`src/ltep_regs.svh`:
```
`ifndef LTEP_REGS_SVH
`define LTEP_REGS_SVH

// Register byte offsets
`define LTEP_CTRL_OFF 8'h00
`define LTEP_STATUS_OFF 8'h04
`define LTEP_LIMIT_OFF 8'h08
`define LTEP_THERM_OFF 8'h0C
`define LTEP_ILIM_OFF 8'h10

// Control register fields
`define LTEP_CTRL_CUR_INT 0
`define LTEP_CTRL_TEMP_INT 1
`define LTEP_CTRL_DENY_LOCK 2
`define LTEP_CTRL_W 3
`define LTEP_CTRL_RST 3'h0

// Status register fields
`define LTEP_ST_COOL_RUN 0
`define LTEP_ST_LASER_ON 1
`define LTEP_ST_SOFT 2
`define LTEP_ST_COOL_FAULT 3
`define LTEP_ST_OC_LATCH 4
`define LTEP_ST_LOCKED 5
`define LTEP_ST_THERM_BAD 6
`define LTEP_ST_LAS_ARMED 7
`define LTEP_ST_W 8

// Limit register layout and defaults
`define LTEP_LIM_LO_LSB 0
`define LTEP_LIM_HI_LSB 16
`define LTEP_LIM_LO_RST 16'h0000
`define LTEP_LIM_HI_RST 16'hFFFF

// Cooler current limit in mA, 2 A at reset
`define LTEP_ILIM_RST 16'h07D0

// Timing
`define LTEP_CLK_NS 10
`define LTEP_SOFT_NS 10000
`define LTEP_SOFT_CYC (`LTEP_SOFT_NS / `LTEP_CLK_NS)
// Edges after reset until the synchronised inputs show the pins
`define LTEP_WARM_CYC 2'h2

// Synchronised input positions
`define LTEP_IN_COOL_EN 0
`define LTEP_IN_LAS_EN 1
`define LTEP_IN_SW_COOL 2
`define LTEP_IN_SW_LAS 3
`define LTEP_IN_LOCK_OPEN 4
`define LTEP_IN_COOL_OC 5
`define LTEP_IN_COOL_SHORT 6
`define LTEP_IN_COOL_HOT 7
`define LTEP_IN_LAS_TRIP 8
`define LTEP_IN_JMP_CUR 9
`define LTEP_IN_JMP_TEMP 10
`define LTEP_IN_W 11

`endif

```
`src/ltep_pkg.sv`:
```
package ltep_pkg;

    // Laser driver sequence
    typedef enum logic [1:0] {
        LAS_OFF,
        LAS_SOFT,
        LAS_ON
    } ltep_laser_e;

    // Setpoint source
    typedef enum logic [1:0] {
        SRC_POT,
        SRC_CONNECTOR,
        SRC_DIGITAL
    } ltep_src_e;

    // Control state of the protection logic
    typedef struct packed {
        ltep_laser_e lstate;
        logic [15:0] cnt;
        logic [1:0] warm;
        logic cool_armed;
        logic las_armed;
        logic cool_fault;
        logic oc_latch;
        logic cool_run;
        logic locked;
        logic therm_bad;
        ltep_src_e cur_sel;
        ltep_src_e temp_sel;
    } ltep_ctl_s;

endpackage : ltep_pkg

```
`src/ltep_apb_regs.sv`:
```
`timescale 1ns/100ps
`include "ltep_regs.svh"

module ltep_apb_regs import ltep_pkg::*; (
    input wire logic pclk,
    input wire logic presetn,
    input wire logic nv_clear_n,
    input wire logic psel,
    input wire logic penable,
    input wire logic pwrite,
    input wire logic [7:0] paddr,
    input wire logic [31:0] pwdata,
    output logic [31:0] prdata,
    output logic pready,
    output logic pslverr,
    input wire logic [`LTEP_ST_W-1:0] status,
    input wire logic [15:0] therm_code,
    output logic [`LTEP_CTRL_W-1:0] ctrl,
    output logic [15:0] limit_lo,
    output logic [15:0] limit_hi,
    output logic [15:0] cooler_current_limit
);

    typedef struct packed {
        logic [`LTEP_CTRL_W-1:0] ctrl;
        logic [15:0] ilim;
        logic [31:0] rdata;
    } ltep_reg_s;

    typedef struct packed {
        logic [15:0] lo;
        logic [15:0] hi;
    } ltep_nv_s;

    ltep_reg_s r_q;
    ltep_reg_s r_d;
    ltep_nv_s nv_q;
    ltep_nv_s nv_d;
    logic hit;
    logic wr;

    function automatic logic addr_hit(input logic [7:0] a);
        addr_hit = (a == `LTEP_CTRL_OFF) || (a == `LTEP_STATUS_OFF) ||
                   (a == `LTEP_LIMIT_OFF) || (a == `LTEP_THERM_OFF) ||
                   (a == `LTEP_ILIM_OFF);
    endfunction : addr_hit

    // Zero-wait slave; unmapped addresses answer with an error
    assign hit = addr_hit(paddr);
    assign wr = psel && penable && pwrite && hit;
    assign pready = 1'b1;
    assign pslverr = psel && penable && !hit;

    // Writes in the access phase, read data captured in the setup phase
    always_comb begin
        r_d = r_q;
        nv_d = nv_q;
        if (wr && paddr == `LTEP_CTRL_OFF) begin
            r_d.ctrl = pwdata[`LTEP_CTRL_W-1:0];
        end else if (wr && paddr == `LTEP_LIMIT_OFF) begin
            nv_d.lo = pwdata[`LTEP_LIM_LO_LSB +: 16];
            nv_d.hi = pwdata[`LTEP_LIM_HI_LSB +: 16];
        end else if (wr && paddr == `LTEP_ILIM_OFF) begin
            r_d.ilim = pwdata[15:0];
        end
        if (psel && !penable) begin
            if (paddr == `LTEP_CTRL_OFF) begin
                r_d.rdata = {29'h0, r_q.ctrl};
            end else if (paddr == `LTEP_STATUS_OFF) begin
                r_d.rdata = {24'h0, status};
            end else if (paddr == `LTEP_LIMIT_OFF) begin
                r_d.rdata = {nv_q.hi, nv_q.lo};
            end else if (paddr == `LTEP_THERM_OFF) begin
                r_d.rdata = {16'h0, therm_code};
            end else if (paddr == `LTEP_ILIM_OFF) begin
                r_d.rdata = {16'h0, r_q.ilim};
            end else begin
                r_d.rdata = 32'h0;
            end
        end
    end

    // Control registers restart with the device
    always_ff @(posedge pclk or negedge presetn) begin
        if (!presetn) begin
            r_q <= {`LTEP_CTRL_RST, `LTEP_ILIM_RST, 32'h0};
        end else begin
            r_q <= r_d;
        end
    end

    // Thermistor limits survive a device restart; only a storage clear resets them
    always_ff @(posedge pclk or negedge nv_clear_n) begin
        if (!nv_clear_n) begin
            nv_q <= {`LTEP_LIM_LO_RST, `LTEP_LIM_HI_RST};
        end else begin
            nv_q <= nv_d;
        end
    end

    assign prdata = r_q.rdata;
    assign ctrl = r_q.ctrl;
    assign limit_lo = nv_q.lo;
    assign limit_hi = nv_q.hi;
    assign cooler_current_limit = r_q.ilim;

endmodule : ltep_apb_regs

```
`src/ltep_sync.sv`:
```
`timescale 1ns/100ps

module ltep_sync import ltep_pkg::*; #(
    parameter int W = 1
) (
    input wire logic pclk,
    input wire logic presetn,
    input wire logic [W-1:0] d,
    output logic [W-1:0] q
);

    typedef struct packed {
        logic [W-1:0] s1;
        logic [W-1:0] s2;
    } ltep_sync_s;

    ltep_sync_s st_q;
    ltep_sync_s st_d;

    // Two stages; the first stage feeds only the second
    always_comb begin
        st_d.s1 = d;
        st_d.s2 = st_q.s1;
    end

    always_ff @(posedge pclk or negedge presetn) begin
        if (!presetn) begin
            st_q <= '0;
        end else begin
            st_q <= st_d;
        end
    end

    assign q = st_q.s2;

endmodule : ltep_sync

```
`src/ltep_top.sv`:
```
// Chosen here: the APB slave port and the register offsets.
`timescale 1ns/100ps
`include "ltep_regs.svh"

module ltep_top import ltep_pkg::*; #(
    parameter int SOFT_CYC = `LTEP_SOFT_CYC,
    parameter int TW = 16
) (
    input wire logic pclk,
    input wire logic presetn,
    input wire logic nv_clear_n,
    input wire logic psel,
    input wire logic penable,
    input wire logic pwrite,
    input wire logic [7:0] paddr,
    input wire logic [31:0] pwdata,
    output logic [31:0] prdata,
    output logic pready,
    output logic pslverr,
    input wire logic cooler_enable,
    input wire logic laser_enable,
    input wire logic switch_cooler,
    input wire logic switch_laser,
    input wire logic safety_lock_input,
    input wire logic cooler_overcurrent,
    input wire logic cooler_short,
    input wire logic cooler_overheat,
    input wire logic laser_current_trip,
    input wire logic jumper_cur_connector,
    input wire logic jumper_temp_connector,
    input wire logic [TW-1:0] thermistor_lock_input,
    output logic cooler_run,
    output logic laser_drive,
    output logic laser_softstart,
    output logic cooler_fault,
    output logic emitter_overcurrent_flag,
    output logic output_shunt,
    output logic red_led,
    output logic yellow_led,
    output logic [1:0] cur_src_sel,
    output logic [1:0] cooler_setpoint_src,
    output logic [15:0] cooler_current_limit
);

    localparam logic [15:0] SOFT_LAST = 16'(SOFT_CYC - 1);

    ltep_ctl_s ctl_q;
    ltep_ctl_s ctl_d;
    logic [`LTEP_IN_W-1:0] raw_in;
    logic [`LTEP_IN_W-1:0] s_in;
    logic [`LTEP_CTRL_W-1:0] ctrl;
    logic [15:0] limit_lo;
    logic [15:0] limit_hi;
    logic [`LTEP_ST_W-1:0] status;
    logic cool_req;
    logic las_req;
    logic locked;
    logic therm_bad;
    logic cool_err;
    logic blocked;

    // Pick the source for one setpoint quantity
    function automatic ltep_src_e pick_src(input logic internal, input logic jumper_ext);
        if (internal) begin
            pick_src = SRC_DIGITAL;
        end else if (jumper_ext) begin
            pick_src = SRC_CONNECTOR;
        end else begin
            pick_src = SRC_POT;
        end
    endfunction : pick_src

    // Gather the pins that cross into the clock domain
    always_comb begin
        raw_in = '0;
        raw_in[`LTEP_IN_COOL_EN] = cooler_enable;
        raw_in[`LTEP_IN_LAS_EN] = laser_enable;
        raw_in[`LTEP_IN_SW_COOL] = switch_cooler;
        raw_in[`LTEP_IN_SW_LAS] = switch_laser;
        raw_in[`LTEP_IN_LOCK_OPEN] = safety_lock_input;
        raw_in[`LTEP_IN_COOL_OC] = cooler_overcurrent;
        raw_in[`LTEP_IN_COOL_SHORT] = cooler_short;
        raw_in[`LTEP_IN_COOL_HOT] = cooler_overheat;
        raw_in[`LTEP_IN_LAS_TRIP] = laser_current_trip;
        raw_in[`LTEP_IN_JMP_CUR] = jumper_cur_connector;
        raw_in[`LTEP_IN_JMP_TEMP] = jumper_temp_connector;
    end

    // Two-stage synchroniser for all control pins
    ltep_sync #(.W(`LTEP_IN_W)) u_sync (
        .pclk(pclk),
        .presetn(presetn),
        .d(raw_in),
        .q(s_in)
    );

    // Register file on the APB bus
    ltep_apb_regs u_regs (
        .pclk(pclk),
        .presetn(presetn),
        .nv_clear_n(nv_clear_n),
        .psel(psel),
        .penable(penable),
        .pwrite(pwrite),
        .paddr(paddr),
        .pwdata(pwdata),
        .prdata(prdata),
        .pready(pready),
        .pslverr(pslverr),
        .status(status),
        .therm_code(thermistor_lock_input),
        .ctrl(ctrl),
        .limit_lo(limit_lo),
        .limit_hi(limit_hi),
        .cooler_current_limit(cooler_current_limit)
    );

    // Requests: connector inputs and board switches are equivalent
    assign cool_req = s_in[`LTEP_IN_COOL_EN] | s_in[`LTEP_IN_SW_COOL];
    assign las_req = s_in[`LTEP_IN_LAS_EN] | s_in[`LTEP_IN_SW_LAS];

    // Lock conditions
    assign locked = s_in[`LTEP_IN_LOCK_OPEN] && !ctrl[`LTEP_CTRL_DENY_LOCK];
    assign therm_bad = (thermistor_lock_input > limit_hi) ||
                       (thermistor_lock_input < limit_lo);
    assign cool_err = s_in[`LTEP_IN_COOL_OC] | s_in[`LTEP_IN_COOL_SHORT] |
                      s_in[`LTEP_IN_COOL_HOT];
    // Built from raw conditions so it does not loop through the next-state copy
    assign blocked = ctl_q.cool_fault || cool_err || ctl_q.oc_latch ||
                     s_in[`LTEP_IN_LAS_TRIP] || locked || therm_bad;

    // Next-state logic of the protection sequencer
    always_comb begin
        ctl_d = ctl_q;
        // Synchroniser resets to zero; trust a low request only once it has filled
        if (ctl_q.warm != `LTEP_WARM_CYC) begin
            ctl_d.warm = ctl_q.warm + 2'h1;
        end
        // A request must be seen low once before it can start anything
        if (!cool_req && ctl_q.warm == `LTEP_WARM_CYC) begin
            ctl_d.cool_armed = 1'b1;
        end
        if (!las_req && ctl_q.warm == `LTEP_WARM_CYC) begin
            ctl_d.las_armed = 1'b1;
        end
        // Faults latch until reset; nothing else clears them
        ctl_d.cool_fault = ctl_q.cool_fault | cool_err;
        ctl_d.oc_latch = ctl_q.oc_latch | s_in[`LTEP_IN_LAS_TRIP];
        ctl_d.locked = locked;
        ctl_d.therm_bad = therm_bad;
        // Cooler follows its request while enabled, unlocked and fault-free
        ctl_d.cool_run = ctl_q.cool_armed && cool_req && !locked &&
                         !ctl_d.cool_fault;
        // Setpoint sources
        ctl_d.cur_sel = pick_src(ctrl[`LTEP_CTRL_CUR_INT],
                                 s_in[`LTEP_IN_JMP_CUR]);
        ctl_d.temp_sel = pick_src(ctrl[`LTEP_CTRL_TEMP_INT],
                                  s_in[`LTEP_IN_JMP_TEMP]);
        // Laser sequence
        case (ctl_q.lstate)
            LAS_OFF: begin
                ctl_d.cnt = 16'h0000;
                if (ctl_q.las_armed && las_req && !blocked) begin
                    ctl_d.lstate = LAS_SOFT;
                end
            end
            LAS_SOFT: begin
                if (!las_req || blocked) begin
                    ctl_d.lstate = LAS_OFF;
                    ctl_d.cnt = 16'h0000;
                end else if (ctl_q.cnt == SOFT_LAST) begin
                    ctl_d.lstate = LAS_ON;
                    ctl_d.cnt = 16'h0000;
                end else begin
                    ctl_d.cnt = ctl_q.cnt + 16'h0001;
                end
            end
            LAS_ON: begin
                if (!las_req || blocked) begin
                    ctl_d.lstate = LAS_OFF;
                end
            end
            default: begin
                ctl_d.lstate = LAS_OFF;
            end
        endcase
    end

    // State register; reset gives potentiometer sources and honoured interlock
    always_ff @(posedge pclk or negedge presetn) begin
        if (!presetn) begin
            ctl_q <= '{lstate: LAS_OFF, cnt: 16'h0000, warm: 2'h0, cool_armed: 1'b0,
                       las_armed: 1'b0, cool_fault: 1'b0, oc_latch: 1'b0,
                       cool_run: 1'b0, locked: 1'b0, therm_bad: 1'b0,
                       cur_sel: SRC_POT, temp_sel: SRC_POT};
        end else begin
            ctl_q <= ctl_d;
        end
    end

    // Outputs straight from state flops
    assign cooler_run = ctl_q.cool_run;
    assign laser_drive = (ctl_q.lstate != LAS_OFF);
    assign laser_softstart = (ctl_q.lstate == LAS_SOFT);
    assign cooler_fault = ctl_q.cool_fault;
    assign emitter_overcurrent_flag = ctl_q.oc_latch;
    assign output_shunt = ctl_q.oc_latch;
    assign red_led = ctl_q.oc_latch;
    assign yellow_led = ctl_q.locked;
    assign cur_src_sel = ctl_q.cur_sel;
    assign cooler_setpoint_src = ctl_q.temp_sel;

    // Status word for software
    always_comb begin
        status = '0;
        status[`LTEP_ST_COOL_RUN] = ctl_q.cool_run;
        status[`LTEP_ST_LASER_ON] = laser_drive;
        status[`LTEP_ST_SOFT] = laser_softstart;
        status[`LTEP_ST_COOL_FAULT] = ctl_q.cool_fault;
        status[`LTEP_ST_OC_LATCH] = ctl_q.oc_latch;
        status[`LTEP_ST_LOCKED] = ctl_q.locked;
        status[`LTEP_ST_THERM_BAD] = ctl_q.therm_bad;
        status[`LTEP_ST_LAS_ARMED] = ctl_q.las_armed;
    end

    // Checks on the protection behaviour
    a_cool_follow: assert property (@(posedge pclk) disable iff (!presetn)
        !cool_req |=> !cooler_run)
        else $error("cooler runs without request");

    a_soft_first: assert property (@(posedge pclk) disable iff (!presetn)
        $rose(laser_drive) |-> laser_softstart)
        else $error("laser started without soft-start");

    a_soft_length: assert property (@(posedge pclk) disable iff (!presetn)
        $fell(laser_softstart) && laser_drive |-> $past(ctl_q.cnt) == SOFT_LAST)
        else $error("soft-start length wrong");

    a_cool_fault_set: assert property (@(posedge pclk) disable iff (!presetn)
        cool_err |=> cooler_fault)
        else $error("cooler fault not raised");

    a_cool_fault_hold: assert property (@(posedge pclk) disable iff (!presetn)
        cooler_fault |=> cooler_fault && !laser_drive)
        else $error("cooler fault cleared or laser running");

    a_trip_shunt: assert property (@(posedge pclk) disable iff (!presetn)
        s_in[`LTEP_IN_LAS_TRIP] |=> output_shunt && red_led && !laser_drive)
        else $error("trip did not shunt and stop laser");

    a_flag_shunt: assert property (@(posedge pclk) disable iff (!presetn)
        emitter_overcurrent_flag == output_shunt)
        else $error("overcurrent flag differs from shunt");

    a_trip_no_restart: assert property (@(posedge pclk) disable iff (!presetn)
        emitter_overcurrent_flag |=> emitter_overcurrent_flag && !laser_drive)
        else $error("laser restarted after trip");

    a_therm_block: assert property (@(posedge pclk) disable iff (!presetn)
        therm_bad |=> !laser_drive)
        else $error("laser runs outside thermistor window");

    a_src_digital: assert property (@(posedge pclk) disable iff (!presetn)
        ctrl[`LTEP_CTRL_CUR_INT] |=> cur_src_sel == SRC_DIGITAL)
        else $error("digital current source not selected");

    a_lock_off: assert property (@(posedge pclk) disable iff (!presetn)
        yellow_led |-> !cooler_run && !laser_drive)
        else $error("output active while locked");

    a_unarmed_off: assert property (@(posedge pclk) disable iff (!presetn)
        !ctl_q.las_armed |-> !laser_drive)
        else $error("laser on without fresh enable");

    a_warm_unarmed: assert property (@(posedge pclk) disable iff (!presetn)
        ctl_q.warm != `LTEP_WARM_CYC |-> !ctl_q.las_armed && !ctl_q.cool_armed)
        else $error("request armed before inputs settled");

    a_fault_cool_off: assert property (@(posedge pclk) disable iff (!presetn)
        cooler_fault |-> !cooler_run)
        else $error("cooler runs with latched fault");

    a_src_connector: assert property (@(posedge pclk) disable iff (!presetn)
        !ctrl[`LTEP_CTRL_TEMP_INT] && s_in[`LTEP_IN_JMP_TEMP] |=>
        cooler_setpoint_src == SRC_CONNECTOR)
        else $error("connector temperature source not selected");

    a_yellow_lock: assert property (@(posedge pclk) disable iff (!presetn)
        locked |=> yellow_led)
        else $error("yellow indicator off while locked");

endmodule : ltep_top
```
`config.mk`:
```
export PLATFORM = sky130hd
export DESIGN_NAME = ltep_top
export DESIGN_NICKNAME = d
export VERILOG_FILES = /design/src/ltep_pkg.sv /design/src/ltep_apb_regs.sv /design/src/ltep_sync.sv /design/src/ltep_top.sv
export VERILOG_INCLUDE_DIRS = /design/src /design/src/src
export SDC_FILE = /design/constraint.sdc
export NUM_CORES = 1
export LEC_CHECK = 0
export BUFFER_PORTS_ARGS = -buffer_cell sky130_fd_sc_hd__buf_2
export CAP_MARGIN = 20
export CORE_ASPECT_RATIO = 0.9
export CORE_MARGIN = 3
export CORE_UTILIZATION = 45
export DETAILED_ROUTE_END_ITERATION = 10
export HOLD_SLACK_MARGIN = 0.1
export PLACE_DENSITY_LB_ADDON = 0.05
export RECOVER_POWER = 50
export SETUP_SLACK_MARGIN = 0.1
export SLEW_MARGIN = 20
export SYNTH_ARGS = -nofsm -noshare
export SYNTH_HDL_FRONTEND = slang
export SYNTH_SLANG_ARGS = --single-unit
```
`constraint.sdc`:
```
create_clock -name pclk -period 2.66 [get_ports pclk]
set_input_delay 0.133 -clock pclk [delete_from_list [all_inputs] [get_ports pclk]]
set_output_delay 0.133 -clock pclk [all_outputs]
set_load 0.01 [all_outputs]
```
==> key figures <==
Detailed routing
  – Mean routed wirelength per cell: 16.4 um
  – TritonRoute pass-1 iters: 5
  – Vias: 5045
  – DRC viols: 0
  – Detailed-route vias per instance: 5.16
  – Number of DRC markers in iteration 0: 322
  – Remaining antenna violation count: 0
  – Routed Wire Length: 16100 um

Clock network
  – H-tree Lvls: 4
  – Root Buffer: clkbuf_16
  – CTS buffer count: 17
  – TritonCTS Sinks: 136
  – Clock buffer depth: 2
  – Worst-path clk slew: 0.06 ns
  – Clk Latency, worst-skew pair: 0.42 ns
  – CTS tree: yes

Floorplan
  – Die area: 0.0155 sq mm
  – Core area: 0.0136 sq mm
  – Top Ports: 135
  – FP Rows: 40
  – Die width: 131 um
  – Initial Util: 46.7%
  – DIE HEIGHT: 119 um

Run status
  – Outcome: complete, but fails checks
  – Failing checks: capacitance limit, slew limit

Timing
  – Worst Max-Slew Pin Slew: 1.92 ns
  – Final TNS setup: 0 ns
  – Final hold violation count: 0
  – Final period util: 90.1%
  – Max Transition Viols Final: 65
  – Slew HR: -28.1%
  – RSZ-0062 raised after global routing: no
  – Clock Skew: 0.00766 ns
  – Fmax: 417 MHz
  – Tmin final: 2.40 ns
  – Final setup vio count: 0

Finish
  – Nets@finish: 882
  – Layout Area Growth over Synthesis: 30.2%
  – Final Core Density: 60.8%
  – Fin area: 0.00825 sq mm
  – Diodes inserted: 0
  – # fillers: 1147
  – Most frequent cells in the layout: dfrtp_1, buf_2, nand2_1
  – Share of layout cells above drive strength 1: 28.0%

Yosys
  – Post-synth ARST share: 100%
  – Post-synthesis register bit count: 136
  – Cells after synthesis: 594
  – Dominant register cell in the synthesized netlist: dfrtp_1
  – Post-synth net total: 700
  – Sequential-to-total area share from yosys stat: 54.1%
  – Netlist Area Pre-Place: 0.00634 sq mm
  – Synth unique cells: 52
  – Average size of a mapped cell: 10.7 sq um
  – Post-synth EDFFs: 0
  – Synth Warn #: 0

Place
  – Placed cell areas: 0.00721 sq mm
  – # port buffers: 133
  – RePlAce Congestion: 0.812
  – HPWL after detailed placement: 11600 um

Power and ir drop
  – Max VDD drop: 0.688 mV
  – Pwr dens: 577 mW/mm^2
  – Leakage Power: 0.00403 uW

Worst setup path
  – Worst EP required: 2.96 ns
  – WS Path Type: flop to flop
  – Data arrival, critical path: 2.70 ns
  – Critical Path Sink Type: flop
  – Critical Path Fanout Max: 5
  – Crit start category: flop

Global route
  – Tot GR Track Use: 21.4%
  – Grt total ovfl: 0
  – Number of global-route vias before repair: 5094
  – Pin count of the biggest net entering global routing: 74
  – First-pass GRT wire length: 25900 um
  – Antenna violations before repair: 0

Job
  – MaxCap Viol Count: 2

Worst hold path
  – Worst Hold Class: input pin to flop
per-layer routing:
layer / wire length [um] / track usage, % / vias to the layer above / share of wire [%]
li1: - / - / 2452 / -
met1: 7220 / 28.7 / 2426 / 45
met2: 7710 / 34.5 / 148 / 48
met3: 904 / 5.02 / 19 / 5.6
met4: 224 / 6.43 / 0 / 1.4
met5: 0 / 0 / - / 0
kinds of logic after synthesis:
logic type      count (synthesis)  share of synthesized area [%]
mux                            24                           4.21
xor+xnor                       10                           1.38
simple gates                  173                           14.2
fa+ha+maj                      33                           6.52
other cells                     1                         0.0592
buf+inv                        76                           5.27
compound gates                141                           14.2
flops                         136                           54.1
layout make-up:
cell class / count / area, sq um / area share [%]
clock buffer: 21 / 460 / 5.58
clock inverter: 11 / 123 / 1.49
inverter: 45 / 169 / 2.05
multi-input combinational: 382 / 2610 / 31.6
sequential: 136 / 3430 / 41.6
tap: 189 / 236 / 2.87
timing repair buffer: 194 / 1220 / 14.8
per-stage QoR:
stage / hold slack [ns] / power, uW / cells / setup WS [ns]
4_1_cts: 0.167 / 4810 / 978 / 0.104
2_1_floorplan: -0.163 / 2270 / 594 / 0.354
5_1_grt: 0.180 / 4930 / 978 / 0.137
3_3_place_gp: 0.116 / 2440 / 900 / 0.0878
6_report: 0.182 / 4760 / 978 / 0.262
3_5_place_dp: 0.119 / 2440 / 900 / 0.0628
critical path: stages, from the launching register on:
cell and delay [ns]:
dfstp_2 0.53, inv_1 0.05, ha_1 0.30, a21oi_1 0.15
nand2_1 0.07, a221o_1 0.35, o31ai_2 0.23, buf_4 0.20
nand3_1 0.11, a2111oi_2 0.30
what timing repair did:
item,4_1_cts,5_1_grt
hold buffers,45,0
resized for setup,1,5
hold endpoints to repair,109,0
buffers inserted,1,0
endpoints found under the setup margin,11,16
pin swaps,0,3
report_power, final:
part	internal (uW)	total, uW	switching [uW]
combinational	138	315	178
clock	1430	2300	875
sequential	2120	2140	18.3
state kept, by name, summed over array words and instances, names as in the netlist:
| register | flops |
|---|---|
| yellow_led | 1 |
| ctl_q | 23 |
| u_regs.cooler_current_limit | 16 |
| emitter_overcurrent_flag | 1 |
| cur_src_sel | 2 |
| u_regs.limit_lo | 16 |
| u_sync.st_d | 11 |
| cooler_fault | 1 |
| u_sync.q | 11 |
| cooler_setpoint_src | 2 |
| cooler_run | 1 |
| u_regs.ctrl | 3 |
| u_regs.prdata | 32 |
| u_regs.limit_hi | 16 |
path summary, 6_finish.rpt:
kind	startpoint	end	slack, ns	cells past startpoint
max	u_regs.limit_hi[14]$_DFFE_PN1P_	ctl_q[29]$_DFFE_PN0P_	0.26	9
min	thermistor_lock_input[2]	u_regs.prdata[2]$_DFFE_PN0P_	0.18	4
max reg2reg	u_regs.limit_hi[14]$_DFFE_PN1P_	ctl_q[29]$_DFFE_PN0P_	0.26	9
min reg2reg	u_sync.st_d[9]$_DFF_PN0_	u_sync.q[9]$_DFF_PN0_	0.35	0
max in group asynchronous	presetn	u_regs.cooler_current_limit[6]$_DFFE_PN1P_	0.65	3
min in group asynchronous	nv_clear_n	u_regs.limit_lo[9]$_DFFE_PN0P_	0.78	2
cells in the mapped netlist (3+ instances only):
cell      number  area share [%]
buf_2          6            0.47
nor3_1         7            0.55
nand3_1       19             1.5
dfstp_2       22             9.1
o211ai_1       3            0.36
nand2_1       74             4.4
and2_1         3            0.30
buf_4          7            0.83
nor2_1        19             1.1
mux2i_1        3            0.47
inv_1         44             2.6
o31ai_1       10             1.2
nor3_2         3            0.47
o21ai_0       49             3.9
clkbuf_1      16            0.95
nor2b_1        8            0.79
dfrtp_1      114              45
nand2b_1       6            0.59
a21oi_1       41             3.2
a22o_1        16             2.2
mux2_2        21             3.7
nor4_1         4            0.39
xor2_1         5            0.69
a21o_1         3            0.36
xnor2_1        5            0.69
ha_1          33             6.5
a222oi_1       5            0.79
nand4_1       12             1.2
or3_1          3            0.30
or4_4          3            0.53
No activity file was read; power rests on OpenSTA's default activity.
